<file path="src/paccum_pkg.sv">
// Package: register map, field positions and constants for the pulse accumulator
package paccum_pkg;

  // ---------------------------------------------------------------
  // Register word addresses
  // ---------------------------------------------------------------
  localparam logic [1:0] ADDR_CONTROL = 2'h0;
  localparam logic [1:0] ADDR_FLAGS = 2'h1;
  localparam logic [1:0] ADDR_COUNT = 2'h2;
  localparam logic [1:0] ADDR_TIMER_CFG = 2'h3;

  // ---------------------------------------------------------------
  // Control fields
  // ---------------------------------------------------------------
  localparam int CTL_ENABLE_BIT = 6;
  localparam int CTL_MODE_BIT = 5;
  localparam int CTL_EDGE_BIT = 4;
  localparam int CTL_CLKSEL_HI = 3;
  localparam int CTL_CLKSEL_LO = 2;
  localparam int CTL_OVF_IRQ_EN_BIT = 1;
  localparam int CTL_IN_IRQ_EN_BIT = 0;
  localparam logic [7:0] CTL_WRITE_MASK = 8'h7f;

  // ---------------------------------------------------------------
  // Flag fields
  // ---------------------------------------------------------------
  localparam int FLG_OVF_BIT = 1;
  localparam int FLG_IN_BIT = 0;

  // ---------------------------------------------------------------
  // Timer configuration fields
  // ---------------------------------------------------------------
  localparam int CFG_TIMER_EN_BIT = 0;
  localparam int CFG_FAST_CLR_BIT = 1;

  // ---------------------------------------------------------------
  // Reset values and counts
  // ---------------------------------------------------------------
  localparam logic [7:0] CONTROL_RESET = 8'h00;
  localparam logic [1:0] FLAGS_RESET = 2'h0;
  localparam logic [15:0] COUNT_RESET = 16'h0000;
  localparam logic [15:0] COUNT_MAX = 16'hffff;
  localparam logic [1:0] CFG_RESET = 2'h0;
  localparam int GATE_DIVIDE = 64;
  localparam logic [7:0] DIV256_LAST = 8'hff;
  localparam logic [15:0] DIV65536_LAST = 16'hffff;

  // ---------------------------------------------------------------
  // Clock source selections
  // ---------------------------------------------------------------
  localparam logic [1:0] CLKSEL_PRESCALER = 2'h0;
  localparam logic [1:0] CLKSEL_ACCUM = 2'h1;
  localparam logic [1:0] CLKSEL_DIV256 = 2'h2;
  localparam logic [1:0] CLKSEL_DIV65536 = 2'h3;

endpackage : paccum_pkg

</file>
<file path="src/paccum_ctrl.sv">
// Pulse accumulator control, flags, counter and timer clock selection
module paccum_ctrl #(
  parameter int PRESCALE_DIVIDE = 1
) (
  input wire logic clk,
  input wire logic reset_n,
  input wire logic [1:0] avs_address,
  input wire logic avs_read,
  input wire logic avs_write,
  input wire logic [31:0] avs_writedata,
  input wire logic [3:0] avs_byteenable,
  output logic [31:0] avs_readdata,
  output logic avs_waitrequest,
  input wire logic accum_input_pin,
  output logic timer_enable,
  output logic accum_clock,
  output logic counter_tick,
  output logic accum_irq
);

  // ---------------------------------------------------------------
  // State
  // ---------------------------------------------------------------
  typedef struct packed {
    logic [7:0] accum_control;
    logic accum_overflow_flag;
    logic accum_input_flag;
    logic [15:0] accum_count;
    logic timer_enable;
    logic fast_flag_clear_all;
    logic pin_sync1;
    logic pin_sync2;
    logic pin_prev;
    logic [7:0] prescale_cnt;
    logic [5:0] div64_cnt;
    logic ack;
    logic [31:0] rdata;
    logic accum_clock;
    logic counter_tick;
  } paccum_state_t;

  paccum_state_t cur;
  paccum_state_t next_cur;

  logic accum_enable;
  logic accum_mode_select;
  logic accum_edge_select;
  logic [1:0] clk_select;
  logic rise;
  logic fall;
  logic prescale_tick;
  logic div64_tick;
  logic gate_open;
  logic event_edge;
  logic trailing_edge;
  logic accum_inc;
  logic wr_ctl;
  logic wr_flg;
  logic wr_cnt;
  logic wr_cfg;
  logic cnt_access;
  logic div256_tick;
  logic div65536_tick;

  // ---------------------------------------------------------------
  // Decode
  // ---------------------------------------------------------------
  assign accum_enable = cur.accum_control[paccum_pkg::CTL_ENABLE_BIT];
  assign accum_mode_select = cur.accum_control[paccum_pkg::CTL_MODE_BIT];
  assign accum_edge_select = cur.accum_control[paccum_pkg::CTL_EDGE_BIT];
  assign clk_select = cur.accum_control[paccum_pkg::CTL_CLKSEL_HI:paccum_pkg::CTL_CLKSEL_LO];

  // Edges seen only after the second sync stage
  assign rise = cur.pin_sync2 & ~cur.pin_prev;
  assign fall = ~cur.pin_sync2 & cur.pin_prev;

  // Prescaler stand-in; silent while the timer is off
  assign prescale_tick = cur.timer_enable
    && (cur.prescale_cnt == 8'(PRESCALE_DIVIDE - 1));
  assign div64_tick = prescale_tick
    && (cur.div64_cnt == 6'(paccum_pkg::GATE_DIVIDE - 1));

  // Gate level: low input when edge bit is 1, high when 0
  assign gate_open = accum_edge_select ? ~cur.pin_sync2 : cur.pin_sync2;
  // Event edge choice
  assign event_edge = accum_edge_select ? rise : fall;
  // Trailing edge of the gate
  assign trailing_edge = accum_edge_select ? rise : fall;

  // Mode choice; event mode ignores timer enable
  assign accum_inc = accum_enable
    && (accum_mode_select ? (gate_open && div64_tick) : event_edge);

  // Byte lane 0 carries control, flags and timer config; count uses lanes 0 and 1
  assign wr_ctl = avs_write && avs_byteenable[0] && avs_address == paccum_pkg::ADDR_CONTROL;
  assign wr_flg = avs_write && avs_byteenable[0] && avs_address == paccum_pkg::ADDR_FLAGS;
  assign wr_cfg = avs_write && avs_byteenable[0] && avs_address == paccum_pkg::ADDR_TIMER_CFG;
  assign wr_cnt = avs_write && avs_address == paccum_pkg::ADDR_COUNT;
  // One strobe per access, on the wait cycle before the acknowledge
  assign cnt_access = ~cur.ack && (avs_read || avs_write)
    && avs_address == paccum_pkg::ADDR_COUNT;

  // Dividers follow the count itself, so a count write realigns them
  assign div256_tick = cur.accum_count[7:0] == paccum_pkg::DIV256_LAST;
  assign div65536_tick = cur.accum_count == paccum_pkg::DIV65536_LAST;

  // ---------------------------------------------------------------
  // Next state
  // ---------------------------------------------------------------
  always_comb
  begin
    next_cur = cur;
    next_cur.ack = (avs_read || avs_write) && ~cur.ack;
    next_cur.pin_sync1 = accum_input_pin;
    next_cur.pin_sync2 = cur.pin_sync1;
    next_cur.pin_prev = cur.pin_sync2;

    if (cur.timer_enable)
    begin
      next_cur.prescale_cnt = prescale_tick ? 8'h00 : cur.prescale_cnt + 8'h01;
      if (prescale_tick)
      begin
        next_cur.div64_cnt = cur.div64_cnt + 6'h01;
      end
    end

    // Accumulator clock pulses follow each count step
    next_cur.accum_clock = accum_inc;

    // Counter clock chosen from the field while enabled; prescaler while the accumulator is off
    if (!accum_enable)
    begin
      next_cur.counter_tick = prescale_tick;
    end
    else
    begin
      case (clk_select)
        paccum_pkg::CLKSEL_PRESCALER: next_cur.counter_tick = prescale_tick;
        paccum_pkg::CLKSEL_ACCUM: next_cur.counter_tick = accum_inc;
        paccum_pkg::CLKSEL_DIV256: next_cur.counter_tick = accum_inc && div256_tick;
        paccum_pkg::CLKSEL_DIV65536: next_cur.counter_tick = accum_inc && div65536_tick;
        default: next_cur.counter_tick = prescale_tick;
      endcase
    end

    // Count steps on each accumulator increment; a same-cycle count write wins
    if (accum_inc)
    begin
      next_cur.accum_count = cur.accum_count + 16'h0001;
    end
    if (wr_cnt && ~cur.ack)
    begin
      if (avs_byteenable[0])
      begin
        next_cur.accum_count[7:0] = avs_writedata[7:0];
      end
      if (avs_byteenable[1])
      begin
        next_cur.accum_count[15:8] = avs_writedata[15:8];
      end
    end

    if (wr_ctl && ~cur.ack)
    begin
      next_cur.accum_control = avs_writedata[7:0] & paccum_pkg::CTL_WRITE_MASK;
    end
    if (wr_cfg && ~cur.ack)
    begin
      next_cur.timer_enable = avs_writedata[paccum_pkg::CFG_TIMER_EN_BIT];
      next_cur.fast_flag_clear_all = avs_writedata[paccum_pkg::CFG_FAST_CLR_BIT];
    end

    // Clears first, so a same-cycle set wins
    if (wr_flg && ~cur.ack)
    begin
      if (avs_writedata[paccum_pkg::FLG_OVF_BIT])
      begin
        next_cur.accum_overflow_flag = 1'b0;
      end
      if (avs_writedata[paccum_pkg::FLG_IN_BIT])
      begin
        next_cur.accum_input_flag = 1'b0;
      end
    end
    if (cnt_access && cur.fast_flag_clear_all)
    begin
      next_cur.accum_overflow_flag = 1'b0;
      next_cur.accum_input_flag = 1'b0;
    end
    if (accum_inc && cur.accum_count == paccum_pkg::COUNT_MAX)
    begin
      next_cur.accum_overflow_flag = 1'b1;
    end
    if (accum_enable && (accum_mode_select ? trailing_edge : event_edge))
    begin
      next_cur.accum_input_flag = 1'b1;
    end

    // Read data captured on the wait cycle, presented on the acknowledging cycle
    next_cur.rdata = 32'h00000000;
    if (avs_read && ~cur.ack)
    begin
      case (avs_address)
        paccum_pkg::ADDR_CONTROL: next_cur.rdata = {24'h000000, cur.accum_control};
        paccum_pkg::ADDR_FLAGS: next_cur.rdata = {30'h00000000,
          cur.accum_overflow_flag, cur.accum_input_flag};
        paccum_pkg::ADDR_COUNT: next_cur.rdata = {16'h0000, cur.accum_count};
        paccum_pkg::ADDR_TIMER_CFG: next_cur.rdata = {30'h00000000,
          cur.fast_flag_clear_all, cur.timer_enable};
        default: next_cur.rdata = 32'h00000000;
      endcase
    end
  end

  // ---------------------------------------------------------------
  // Registers
  // ---------------------------------------------------------------
  always_ff @(posedge clk or negedge reset_n)
  begin
    if (!reset_n)
    begin
      // Reset clears all state; control and count load their reset constants
      cur <= '0;
      cur.accum_control <= paccum_pkg::CONTROL_RESET;
      cur.accum_count <= paccum_pkg::COUNT_RESET;
    end
    else
    begin
      cur <= next_cur;
    end
  end

  // ---------------------------------------------------------------
  // Outputs
  // ---------------------------------------------------------------
  // One wait cycle keeps read data registered
  assign avs_waitrequest = (avs_read || avs_write) && ~cur.ack;
  assign avs_readdata = cur.rdata;
  assign timer_enable = cur.timer_enable;
  assign accum_clock = cur.accum_clock;
  assign counter_tick = cur.counter_tick;
  assign accum_irq = (cur.accum_overflow_flag
    && cur.accum_control[paccum_pkg::CTL_OVF_IRQ_EN_BIT])
    || (cur.accum_input_flag
    && cur.accum_control[paccum_pkg::CTL_IN_IRQ_EN_BIT]);

endmodule : paccum_ctrl

</file>
<file path="config.mk">
export PLATFORM = sky130hd
export DESIGN_NAME = paccum_ctrl
export DESIGN_NICKNAME = d
export VERILOG_FILES = /design/src/paccum_pkg.sv /design/src/paccum_ctrl.sv
export SDC_FILE = /design/constraint.sdc
export NUM_CORES = 1
export LEC_CHECK = 0
export BUFFER_PORTS_ARGS = -buffer_cell sky130_fd_sc_hd__buf_4
export CORE_MARGIN = 1
export CORE_UTILIZATION = 50
export DETAILED_ROUTE_END_ITERATION = 7
export PLACE_DENSITY = 0.75
export SYNTH_ARGS = -nofsm -noshare
export SYNTH_HDL_FRONTEND = slang
export SYNTH_SLANG_ARGS = --single-unit
</file>
<file path="constraint.sdc">
create_clock -name clk -period 4.2 [get_ports clk]
set_input_delay 1.26 -clock clk [delete_from_list [all_inputs] [get_ports clk]]
set_output_delay 1.26 -clock clk [all_outputs]
set_load 0.01 [all_outputs]
</file>
======== Word level (Yosys, flattened, before mapping) ========
Cells that the tools add are included.
word-level totals
  output and inout port bits .............. 37
  register bits after elaboration ......... 79
cells by class
  equality and inequality tests ........... 9
  bitwise logic cells ..................... 5
  $add $sub $neg .......................... 3
  multiplexer cells ....................... 18
  reductions and logical operators ........ 34
operator list
  operator                 count
  $pmux W32 S4             1
  $mux W16                 2
  $mux W32                 1
  $mux W8                  3
  $logic_and A1 B1 Y1      22
  $add A16 B1 Y16 const B  1
  $eq A16 B16 Y1 const B   1
  $reduce_bool A3 Y1       4
  $add A8 B1 Y8 const B    1
  $eq A2 B2 Y1 const B     4
  $eq A8 B8 Y1 const B     1
  $logic_not A8 Y1         1
  $mux W1                  8
  $add A6 B1 Y6 const B    1
  $eq A6 B6 Y1 const B     1
  $reduce_and A2 Y1        3
  $eq A2 B1 Y1 const B     2
  $logic_not A2 Y1         2
  $mux W2                  2
  $pmux W1 S4              1
  $not A1 Y1               3
  $and A1 B1 Y1            2
  $logic_or A1 B1 Y1       2

======== Longest topological paths before layout ========
Gate-level depths: netlist of the first run.
  depth in word-level cells ............... 9
  gate-level depth with buffers ........... 9
  gate-level depth less buffers ........... 7

======== Worst setup path after synthesis of the first run ========
Ideal clock, no wire load.
  path type ............................... input -> output
  start point ............................. input port avs_write
  end point ............................... output port avs_waitrequest
  stages on the path ...................... 2
  required time ........................... 2.940 ns
  setup slack ............................. 1.441 ns
  arrival time ............................ 1.499 ns
  path buffers ............................ 0
  cells stage by stage .................... nor2_1 nor2_1
between the ends
  word-level cells in the longest chain between the ends .. 2
ends and longest elaborated chain
  what                 line                source
  from (decl)          paccum_ctrl.sv:9    input wire logic avs_write,
  $logic_or A1 B1 Y1   paccum_ctrl.sv:237  assign avs_waitrequest = (avs_read || avs_write) && ~cur.ack;
  $logic_and A1 B1 Y1  paccum_ctrl.sv:237
  to (decl)            paccum_ctrl.sv:13   output logic avs_waitrequest,
No other way between the ends.

======== Final worst setup path of the first run ========
Same ends and word-level chain as after synthesis.

==> results list, run 1 <==
* Die boundary width: 83.53 µm
* Number of pins exceeding their max-slew limit in the final report: 0
- Cell types occupying the most area after synthesis: sky130_fd_sc_hd__dfrtp_1 (47%), sky130_fd_sc_hd__buf_4 (7.2%), sky130_fd_sc_hd__mux2_2 (3.4%)
* Share of the core filled with cells in the final layout: 57.50%
* Part of the cycle the worst path needs: 70.38%
- Number of global-route vias before repair: 2309
- Power density over the cells: 480.8 mW/mm²
- Effective utilization at floorplan: 52.04%
- Number of DRC markers in iteration 0: 242
* Portion of synthesized cell area occupied by the leading cell type: 47.44%
* WHS: 349.1 ps
- Unrepaired setup endpoints after global routing: false
* Maximum fanout encountered on the critical timing path: 3
* Final ANT Viol Nets: 0
* Dominant cell by count in the synthesized netlist: sky130_fd_sc_hd__dfrtp_1
- Most frequent cells after synthesis: sky130_fd_sc_hd__dfrtp_1 (63), sky130_fd_sc_hd__buf_4 (32), sky130_fd_sc_hd__nand2_1 (23), sky130_fd_sc_hd__nand3_1 (22), sky130_fd_sc_hd__nor2_1 (22)
* Final setup skew: 7.940 ps
- Measured against its own limit, the worst slew margin works out to 35.54%.
- Run status: complete, no violations
- Yosys mapped a number of flops with a built-in enable equal to 0.
- The share of the Yosys chip area taken by registers is 47.44%.
- Setup total negative slack on the finished layout was measured at 0 ps.
- The area growth from synthesis to layout is 10.50%.
- The first detailed-routing pass took 4 iterations.
- Die height: 83.53 µm
- Proportion of synthesized flip-flops having asynchronous set or reset: 100.0%
- Post-Syn Instances: 328
* Post-layout net count: 401
* Average routed wire per standard cell: 15.56 µm
- STA classifies the critical path startpoint as an input pin.
* Clock sink count: 63
- Synthesis instantiated 52 different standard cells from the library.
- Using the TritonRoute via totals, the vias-per-cell ratio works out to 5.690.
* Remaining global-route overflow: 0
- Yosys printed 0 warnings.
- Required time of the critical path: 2940 ps
- Counting the fill cells in the layout gives 559.
- After synthesis the netlist holds a flip-flop and latch count of 63.
- After synthesis, the mean cell area works out to 10.13 µm².
* First-pass GRT wire length: 11150 µm
- The count of cells in the finished layout, fillers not included, comes to 436.
* Final-report setup violation count: 0
- Total count of hold-check failures in the final report: 0
- Main flop type after synthesis: sky130_fd_sc_hd__dfrtp_1
- Share of final-layout standard cells stronger than drive strength 1: 20.89%
- During I/O placement, the number of pins put on the boundary was 80.
- At the pin with the least slew margin, the transition time is 966.9 ps.
- Cell row count: 29
* CTS root buf: sky130_fd_sc_hd__clkbuf_8
- Total number of vias: 2481
* Largest Register: cur
* Final worst path period need: 2956 ps
- Total track usage: 20.61%
- Entering global routing, the biggest net connects 64 pins.
* Synth Cell Area: 0.003323 mm²
* Worst-case register-to-register setup slack: 1760 ps
- TritonCTS built the clock tree.
- Buffers on Ports: 45
* Post-route DRC violation count: 0
- Hold repair after CTS inserted 0 buffers.
- The initial antenna violation count is 0.
* Number of inserted diodes: 0
- The worst setup path is of the input pin to output pin kind.
- Floorplan core area: 0.006386 mm²
- In this run the post-CTS setup repair buffer count came out at 0.
- The die covers 0.006976 mm².
* Placer's final routability congestion estimate: 0.9074
- Counting along the longest clock path gives a buffer depth of 2.
- After detailed routing, the total wire length is 6783 µm.
* Cell total after placement: 420
- CTS built an H-tree with a depth of 3.
- Clock-pin slew was measured on the worst setup and hold paths at 70 ps.
* Clock buffer count from CTS: 9
- The analysis attributes to cell leakage a power of 0.001676 µW.
- Across the VDD grid, the largest voltage drop is 0.0002436 V.
- The register with the most flip-flops in the layout has 39 of them.
* Path category of the worst min-delay check: register to register
* Estimated wirelength of the detail-placed design: 4763 µm
- Across the run, the number of max-cap violations was 0.
* Fmax: 338.3 MHz
- Type of destination of the critical path: output pin
- Cell type with the largest total area after synthesis: sky130_fd_sc_hd__dfrtp_1
* Arrival time at the worst endpoint: 1700 ps
* Clock insertion delay at the later pin of the skew report: 350 ps
- Post-CTS repair changed the size of 0 cells.
[placed cells by master (no fill, tap or decap), types with 11 or more instances in the layout]
cell / count
sky130_fd_sc_hd__nand3_1: 22
sky130_fd_sc_hd__nor2_1: 22
sky130_fd_sc_hd__dfrtp_1: 63
sky130_fd_sc_hd__buf_4: 45
sky130_fd_sc_hd__nand2_1: 23
sky130_fd_sc_hd__and2_1: 11
sky130_fd_sc_hd__nand4_1: 14
sky130_fd_sc_hd__conb_1: 16
[worst max-delay path, cell delays in order]
cell                     delay (ps)
sky130_fd_sc_hd__buf_4           80
sky130_fd_sc_hd__nor2_1          30
sky130_fd_sc_hd__nor2_1         160
sky130_fd_sc_hd__buf_4          160
[kinds of logic after synthesis]
| kind of cell | count (synthesis) | share of synthesized area [%] |
|---|---|---|
| buffers and inverters | 52 | 9.789 |
| AND/OR/NAND/NOR | 136 | 22.36 |
| XOR/XNOR | 13 | 3.426 |
| flip-flops | 63 | 47.44 |
| other | 1 | 0.1128 |
| AO/OA/AOI/OAI | 37 | 7.606 |
| adder cells (fa/ha/maj) | 4 | 1.506 |
| multiplexers | 22 | 7.756 |
[per-layer routing]
metal	global-route usage (%)	part of all wire [%]	vias to the layer above	wire length, µm
met3	3.660	6.4	14	431
met5	0	0	-	0
li1	-	-	1170	-
met4	10.17	2.7	0	181
met2	32.41	47	85	3163
met1	27.73	44	1212	3006
[final cells by class]
class                      count  area (µm²)  area share [%]
clock buffer                  12       135.1           3.680
clock inverter                 4       22.52          0.6133
inverter                       7       26.28          0.7155
multi-input combinational    228        1478           40.24
sequential                    63        1577           42.93
tap                           77       96.34           2.624
timing repair buffer          45       337.8           9.199
[through the flow]
step,power [µW],instance area [µm²],setup slack [ps]
finish,1766,3672,1244
global route,1869,3672,1150
CTS,1769,3672,1237
detailed placement,1327,3515,1067
global placement,1306,3515,1160
floorplan,1196,3379,1441
[worst paths after layout]
check,from,endpoint,cells past startpoint
max reg2reg,cur[41],cur[67],7
min reg2reg,cur[51],cur[50],0
min,cur[51],cur[50],0
max in group asynchronous,reset_n,cur[40],1
min in group asynchronous,reset_n,accum_clock,1
max,avs_write,avs_waitrequest,4
[where the power goes]
group / switching (µW) / leakage, µW / internal (µW)
Clock: 232 / 0.0000801 / 211
Sequential: 150 / 0.000777 / 725
Combinational: 223 / 0.000819 / 225
(Power assumes the default switching activity.)
==> inputs of run 2 (changes only) <==
CORE_UTILIZATION = 48   (was 50)
PLACE_DENSITY = 0.76   (was 0.75)
clock period = 2.5 ns   (was 4.2 ns; I/O delays follow)
==> run 2 against run 1 <==
Clock power up 110%. Non-clock buffer count increased by 6. Hold slack improved by 4.4 ps. Routed wire length is 1.1% higher. Via count fell by 0.44%. Highest routed layer unchanged. Register-to-register slack lost 1600 ps. Clock-buffer cell count is 1 higher. First-iteration DRC count is 15% lower. Global-route usage rose by 0.39 points. Clock skew down 0.98 ps. Cell area is 2.8% higher.
==> results list, run 2 (synthesized netlist as in run 1, its figures left out) <==
- Run status: complete, no violations
- Number of inserted diodes: 0 (unchanged)
- Number of maximum-capacitance constraint violations: 0 (unchanged)
* Initial antenna violation count: 0 (unchanged)
- The endpoint identified for the worst register-to-register timing path is cur[67].
- The required arrival time at the worst endpoint is 2730 ps (-210 ps).
* Post-layout net count: 407 (+1.5%)
- The number of placed I/O pins was 80 (unchanged).
- Average routed wire per standard cell: 15.51 µm (-0.28%)
- Total count of hold-check failures in the final report: 0 (unchanged)
* Final setup skew: 6.955 ps (-0.9845 ps)
* Avg Vias per Cell: 5.588 (-1.8%)
- The tree is rooted in a sky130_fd_sc_hd__clkbuf_8.
* Path category of the worst min-delay check: register to register
- The buffer and inverter count on the worst path is 1 (-1).
* Count of non-filler cells in the finished layout: 442 (+1.4%)
* Remaining global-route overflow: 0 (unchanged)
* Total track usage: 21.01% (+0.39 points)
- Static timing analysis puts the maximum clock frequency at 429.2 MHz.
* Critical Path Slowest Stage Cell: sky130_fd_sc_hd__a21oi_2
- Post-route DRC violation count: 0 (unchanged)
- Ranked by flip-flop count, first place goes to cur.
- Floorplan core area: 0.006531 mm² (+2.3%)
* Clock network fraction of total power: 29.1% (+4.0 points)
- Estimated wirelength of the detail-placed design: 4816 µm (+1.1%)
- The worst hold path terminates at cur[50].
- Final worst path period need: 2330 ps
- The number of routed nets with antenna violations is 0 (unchanged).
* First-pass GRT wire length: 11560 µm (+3.7%)
- Largest net degree at the start of global routing: 64 (unchanged)
- Post-CTS Hold Fix Bufs: 0 (unchanged)
- Total number of vias: 2470 (-0.44%)
* Buffers on Ports: 45 (unchanged)
- The worst hold path cell count is 0 (unchanged).
- The total clock buffers created by CTS came to 9 (unchanged).
* Clock tree from TritonCTS: yes
- The total of endpoints with negative setup slack in the final report came to 0 (unchanged).
* Commonest cells after routing, fill and taps aside: sky130_fd_sc_hd__dfrtp_1 (63), sky130_fd_sc_hd__buf_4 (51), sky130_fd_sc_hd__nand2_1 (23)
* Final wirelength: 6857 µm (+1.1%)
- The number of global-route vias before repair came to 2407 (+4.2%).
- Leaving out fill and tap cells, the most frequent cell in the layout is sky130_fd_sc_hd__dfrtp_1.
- H-tree level count: 3 (unchanged)
* Leakage: 0.001736 µW (+3.6%)
- The fill cell total of the finished layout was 568 (+1.6%).
- Cell row count: 29 (unchanged)
- The worst setup path is launched from a register.
- STA classifies the critical path endpoint as a register.
- The sequential share of power came to 46.2% (-3.3 points).
* RR Startpoint: cur[41]
- Cell total after placement: 426 (+1.4%)
- The cell area power density was 838.2 mW/mm² (+74%).
* Clock insertion delay at the later pin of the skew report: 340 ps (about the same)
- Clock input transition at the sequential cells of the worst setup and hold paths: 70 ps (about the same)
* Power share of the combinational group: 24.6% (-0.7 points)
* Overall power of the completed layout: 3163 µW (+79%)
- The worst slack on hold paths was 353.5 ps (+4.406 ps).
- Die height: 85.21 µm (+2.0%)
- Buffer depth of the longest clock path: 2 (unchanged)
- The layout cell share with drive strength beyond 1 was 23.01% (+2.1 points).
- Die boundary width: 85.21 µm (+2.0%)
* Number of pins exceeding their max-slew limit in the final report: 0 (unchanged)
- The number of iterations in the first detailed-routing pass was 4 (unchanged).
- The worst max-slew margin expressed relative to the limit is 48.33% (+13 points).
* Net switching share of the total power: 32.15% (-2.1 points)
- Sequence of cells on the critical path: inv_1 -> ha_1 -> nor3b_2 -> and2_4 -> a21oi_2 -> nor2_1 -> a311o_1
- The starting density of the core is 50.88% (-1.2 points).
* Number of DRC markers in iteration 0: 206 (-15%)
- The total negative slack is 0 ps (unchanged).
- The worst setup path is of the register to register kind.
- From synthesis to final layout, the design area changed by 13.55%.
* Slowest Stage Delay on Critical Path: 620 ps (+460 ps)
* Peak ir drop on the vdd network: 0.0003624 V (+49%)
* Unrepaired setup endpoints after global routing: false
* Maximum fanout encountered on the critical timing path: 17 (+14)
- The depth of the worst register-to-register path came to 7 (unchanged).
- The clock net sink count came to 63 (unchanged).
- The die footprint came to 0.007260 mm² (+4.1%).
- The transition time of the tightest slew-check pin came to 775.0 ps (-191.9 ps).
- The global placement routability congestion was 0.9226 (+1.7%).
- The worst path arrival time came to 2560 ps (+860 ps).
- The reg-to-reg setup timing slack was 170 ps (-1590 ps).
- Internal Dissipation: 2146 µW (+85%)
- The flip-flop count of the largest register, all copies and words added came to 39 (unchanged).
* Net Sw Power: 1017 µW (+68%)
- Cell family contributing the most delay on the critical path: compound AO/OA/AOI/OAI gates
* Part of the cycle the worst path needs: 93.21%
- The worst hold path begins at cur[51].
-- run 2: cell types whose count changed in the layout (fill, tap and decap cells not counted), sizes merged --
cell / before / now
buf: 45 / 51
bufinv: 0 / 1
clkbuf: 12 / 13
clkinv: 3 / 2
clkinvlp: 1 / 0
-- run 2: layout make-up --
| class | count | area (µm²) | share of cell area, % |
|---|---|---|---|
| Tap cell | 77 | 96.34 | 2.553 |
| Clock buffer | 13 | 168.9 | 4.476 |
| Timing Repair Buffer | 51 | 382.9 | 10.15 |
| Inverter | 7 | 26.28 | 0.6963 |
| Sequential cell | 63 | 1577 | 41.78 |
| Multi-Input combinational cell | 228 | 1483 | 39.29 |
| Clock inverter | 3 | 40.04 | 1.061 |
-- run 2: what timing repair did --
item	in CTS	in global routing
resized for setup	0	1
setup endpoints to repair	0	1
setup buffers	0	0
-- run 2: through the flow --
step                      setup slack (ps)  cell area [µm²]  utilization [%]
after global placement               221.8             3560            54.50
after CTS                            151.8             3769            57.70
final                                169.9             3774            57.78
after global routing                 35.25             3774            57.78
after detailed placement             164.9             3560            54.50
after floorplan                      389.8             3379                -
-- run 2: metal layers --
layer,routed length (µm),up-vias,share of wire [%],GRT usage (%)
met5,0,-,0,0
met4,116,0,1.7,8.012
met3,441,11,6.4,5.447
met2,3214,86,47,32.11
met1,3085,1191,45,28.84
li1,-,1182,-,-
-- run 2: power by group through the flow --
stage | clock network (µW) | registers [µW] | logic, µW
floorplan | 0 | 1380 | 626
global placement | 0 | 1460 | 751
detailed placement | 0 | 1470 | 770
CTS | 939 | 1460 | 779
global route | 1000 | 1490 | 875
finish | 921 | 1460 | 780
-- run 2: worst max-delay path by stage --
stage                              start           endpoint  slack [ps]  cells past startpoint
final                            cur[41]            cur[67]         170                      7
after global routing             cur[41]            cur[67]          40                      7
after CTS                        cur[41]            cur[65]         150                      8
after detailed placement         cur[41]            cur[65]         160                      8
after global placement           cur[41]            cur[65]         220                      8
after floorplan           avs_address[1]  accum_edge_select         390                      5
==> inputs of run 3 (changes only) <==
==> constraint.sdc (replaced) <==
create_clock -name clk -period 2.5 [get_ports clk]
set_input_delay 0.25 -clock clk [delete_from_list [all_inputs] [get_ports clk]]
set_output_delay 0.25 -clock clk [all_outputs]
set_load 0.01 [all_outputs]
==> run 3 against run 2 <==
The flow now finishes with violations (negative hold slack). Sequential cell count unchanged. Maximum frequency is 5.6% higher. Hold slack worse by 390 ps. Non-clock buffer count down 3. Combinational power barely moved. Core utilization down 0.56 points. Clock-buffer cell count fell by 1. Final cell count is 0.68% lower. First-iteration DRC count fell by 12%. Largest cell class unchanged. Highest routed layer unchanged.
==> results list, run 3 (synthesized netlist as in run 1, its figures left out) <==
- The run finished, with violations left.
* I/O pin count: 80 (unchanged)
- The floorplan die width is 85.21 µm (unchanged).
- Number of pins exceeding their max-slew limit in the final report: 0 (unchanged)
- Path category of the worst min-delay check: input pin to asynchronous set/reset pin
- Post-layout net count: 404 (-0.74%)
- Critical Path Source Type: register
- The flip-flop count of the largest register, all copies and words added was 39 (unchanged).
* Buffers on Ports: 45 (unchanged)
- The worst setup skew after layout came to 11.53 ps (+4.578 ps).
- Total number of vias: 2482 (+0.49%)
- Largest net degree at the start of global routing: 64 (unchanged)
- The clock transition at the register clock pins on the worst setup and hold paths after CTS was 70 ps (about the same).
* P&R area growth vs syn: 12.46%
- The maximum frequency from static timing analysis came to 453.4 MHz (+5.6%).
* Worst-case register-to-register setup slack: 290 ps (+120 ps)
* Total track usage: 20.50% (-0.51 points)
* Max-slew headroom: 48.14% (-0.19 points)
* Most common cell after layout, fill and taps aside: sky130_fd_sc_hd__dfrtp_1
- Slack of the critical path: 294.4 ps (+124.6 ps)
- The setup slack at placement was 68.18 ps (-96.69 ps).
- The total clock buffers created by CTS was 9 (unchanged).
- The core area was 0.006531 mm² (unchanged).
- First-pass GRT wire length: 11270 µm (-2.5%)
- Type of destination of the critical path: register
- Arrival time at the worst endpoint: 2470 ps (-90 ps)
- Power density over the cells: 831.7 mW/mm² (-0.78%)
- Sequence of cells on the critical path: inv_1 -> ha_1 -> nor3b_1 -> and2_4 -> a21oi_4 -> or4b_1 -> a31oi_1
- Die Area: 0.007260 mm² (unchanged)
* Maximum fanout encountered on the critical timing path: 21 (+4)
- Number of optimization iterations in the first detailed-route pass: 5 (+1)
* Remaining global-route overflow: 0 (unchanged)
* Largest Register: cur
- The tree is rooted in a sky130_fd_sc_hd__clkbuf_8.
- Final worst path period need: 2206 ps (-124.6 ps)
- The average routed wire per standard cell came to 15.36 µm (-0.99%).
* Number of global-route vias before repair: 2373 (-1.4%)
- Estimated wirelength of the detail-placed design: 4786 µm (-0.62%)
- The DRC violation count after routing is 0 (unchanged).
- Die height: 85.21 µm (unchanged)
- Share of the core filled with cells in the final layout: 57.22% (-0.56 points)
- Leakage: 0.001712 µW (-1.4%)
* Final wirelength: 6743 µm (-1.7%)
- Max Used Layer: met4
* Total area of sequential cells: 0.001577 mm² (unchanged)
- Filler instances: 573 (+0.88%)
- The layout cell share with drive strength beyond 1 came to 21.55% (-1.5 points).
- The buffer levels on the longest clock path was 2 (unchanged).
- The depth of the worst register-to-register path came to 7 (unchanged).
* Met1 routed wirelength after detailed routing: 3141 µm (+1.8%)
* Number of maximum-capacitance constraint violations: 0 (unchanged)
- The total negative slack is 0 ps (unchanged).
- Unrepaired setup endpoints after global routing: false
* Effective utilization at floorplan: 50.88% (unchanged)
* Violated checks: negative hold slack
- The initial antenna violation count is 0 (unchanged).
- The antenna diode count was 0 (unchanged).
- The number of routed nets with antenna violations was 0 (unchanged).
* Area used by multi-input combinational logic: 0.001485 mm² (+0.17%)
- The met3 layer wire length in the routed design was 329 µm (-25%).
- The clock net sink count is 63 (unchanged).
- Slowest Stage Delay on Critical Path: 560 ps (-60 ps)
- Critical path start-end classification: register to register
- Cell row count: 29 (unchanged)
- Overall power of the completed layout: 3108 µW (-1.7%)
* Postcts setup bufs: 0 (unchanged)
- The required arrival time at the worst endpoint came to 2760 ps (+30 ps).
* Clock tree from TritonCTS: yes
* Final-report setup violation count: 0 (unchanged)
- WHS: -35.09 ps (-388.6 ps)
- Avg Vias per Cell: 5.654 (+1.2%)
- The iteration-0 DRC count of the detailed router was 181 (-12%).
* Clock insertion delay at the later pin of the skew report: 350 ps (about the same)
* Peak ir drop on the vdd network: 0.0003964 V (+9.4%)
* Detail Route met2 WL: 3108 µm (-3.3%)
- Total count of hold-check failures in the final report: 14 (+14)
- The global placement routability congestion is 0.8900 (-3.5%).
- On the critical path, the stage with the largest delay is an instance of sky130_fd_sc_hd__or4b_1.
- Transition time at the pin with the least slew margin: 777.8 ps (+2.825 ps)
* Part of the cycle the worst path needs: 88.22% (-5.0 points)
- Commonest cells after routing, fill and taps aside: sky130_fd_sc_hd__dfrtp_1 (63), sky130_fd_sc_hd__buf_4 (47), sky130_fd_sc_hd__nand2_1 (23)
* H-tree level count: 3 (unchanged)
## run 3: worst max-delay path: cells and delay by family, from the launching register on
kind | cells | cell delay, ps
buf+inv | 1 | 110
fa+ha+maj | 1 | 140
flops | 1 | 430
compound gates | 2 | 330
simple gates | 3 | 1100
## run 3: metrics by stage
stage,instance area (µm²),instances
3_5_place_dp,3530,422
2_1_floorplan,3379,343
6_report,3737,439
4_1_cts,3730,439
3_3_place_gp,3530,422
5_1_grt,3737,439
## run 3: area by class of cell
type                            count  area share (%)
Multi-Input combinational cell    228           39.74
Clock inverter                      4           1.205
Inverter                            7          0.7030
Tap cell                           77           2.578
Sequential cell                    63           42.18
Clock buffer                       12           3.883
Timing Repair Buffer               48           9.709
## run 3: worst paths after layout
kind,startpoint,end
max in group asynchronous,reset_n,avs_readdata[12]
setup / recovery,cur[41],cur[59]
hold / removal,reset_n,cur[63]
setup reg to reg,cur[41],cur[59]
hold reg to reg,cur[51],cur[50]
min in group clk,avs_writedata[9],cur[63]
## run 3: power breakdown
part | switching, µW | internal [µW] | total [µW]
Clock | 388 | 483 | 872
Combinational | 394 | 386 | 780
Sequential | 239 | 1220 | 1460
## run 3: per-layer routing
metal	GRT usage [%]	vias to the layer above
met2	31.60	80
met1	27.46	1211
met4	9.399	0
met3	5.058	16
met5	0	-
li1	-	1175
## run 3: timing repair
item                                   4_1_cts  5_1_grt
gates resized for setup                      0        1
hold buffers                                 1        0
endpoints found under the hold margin        1        0
setup endpoints to repair                    0        8
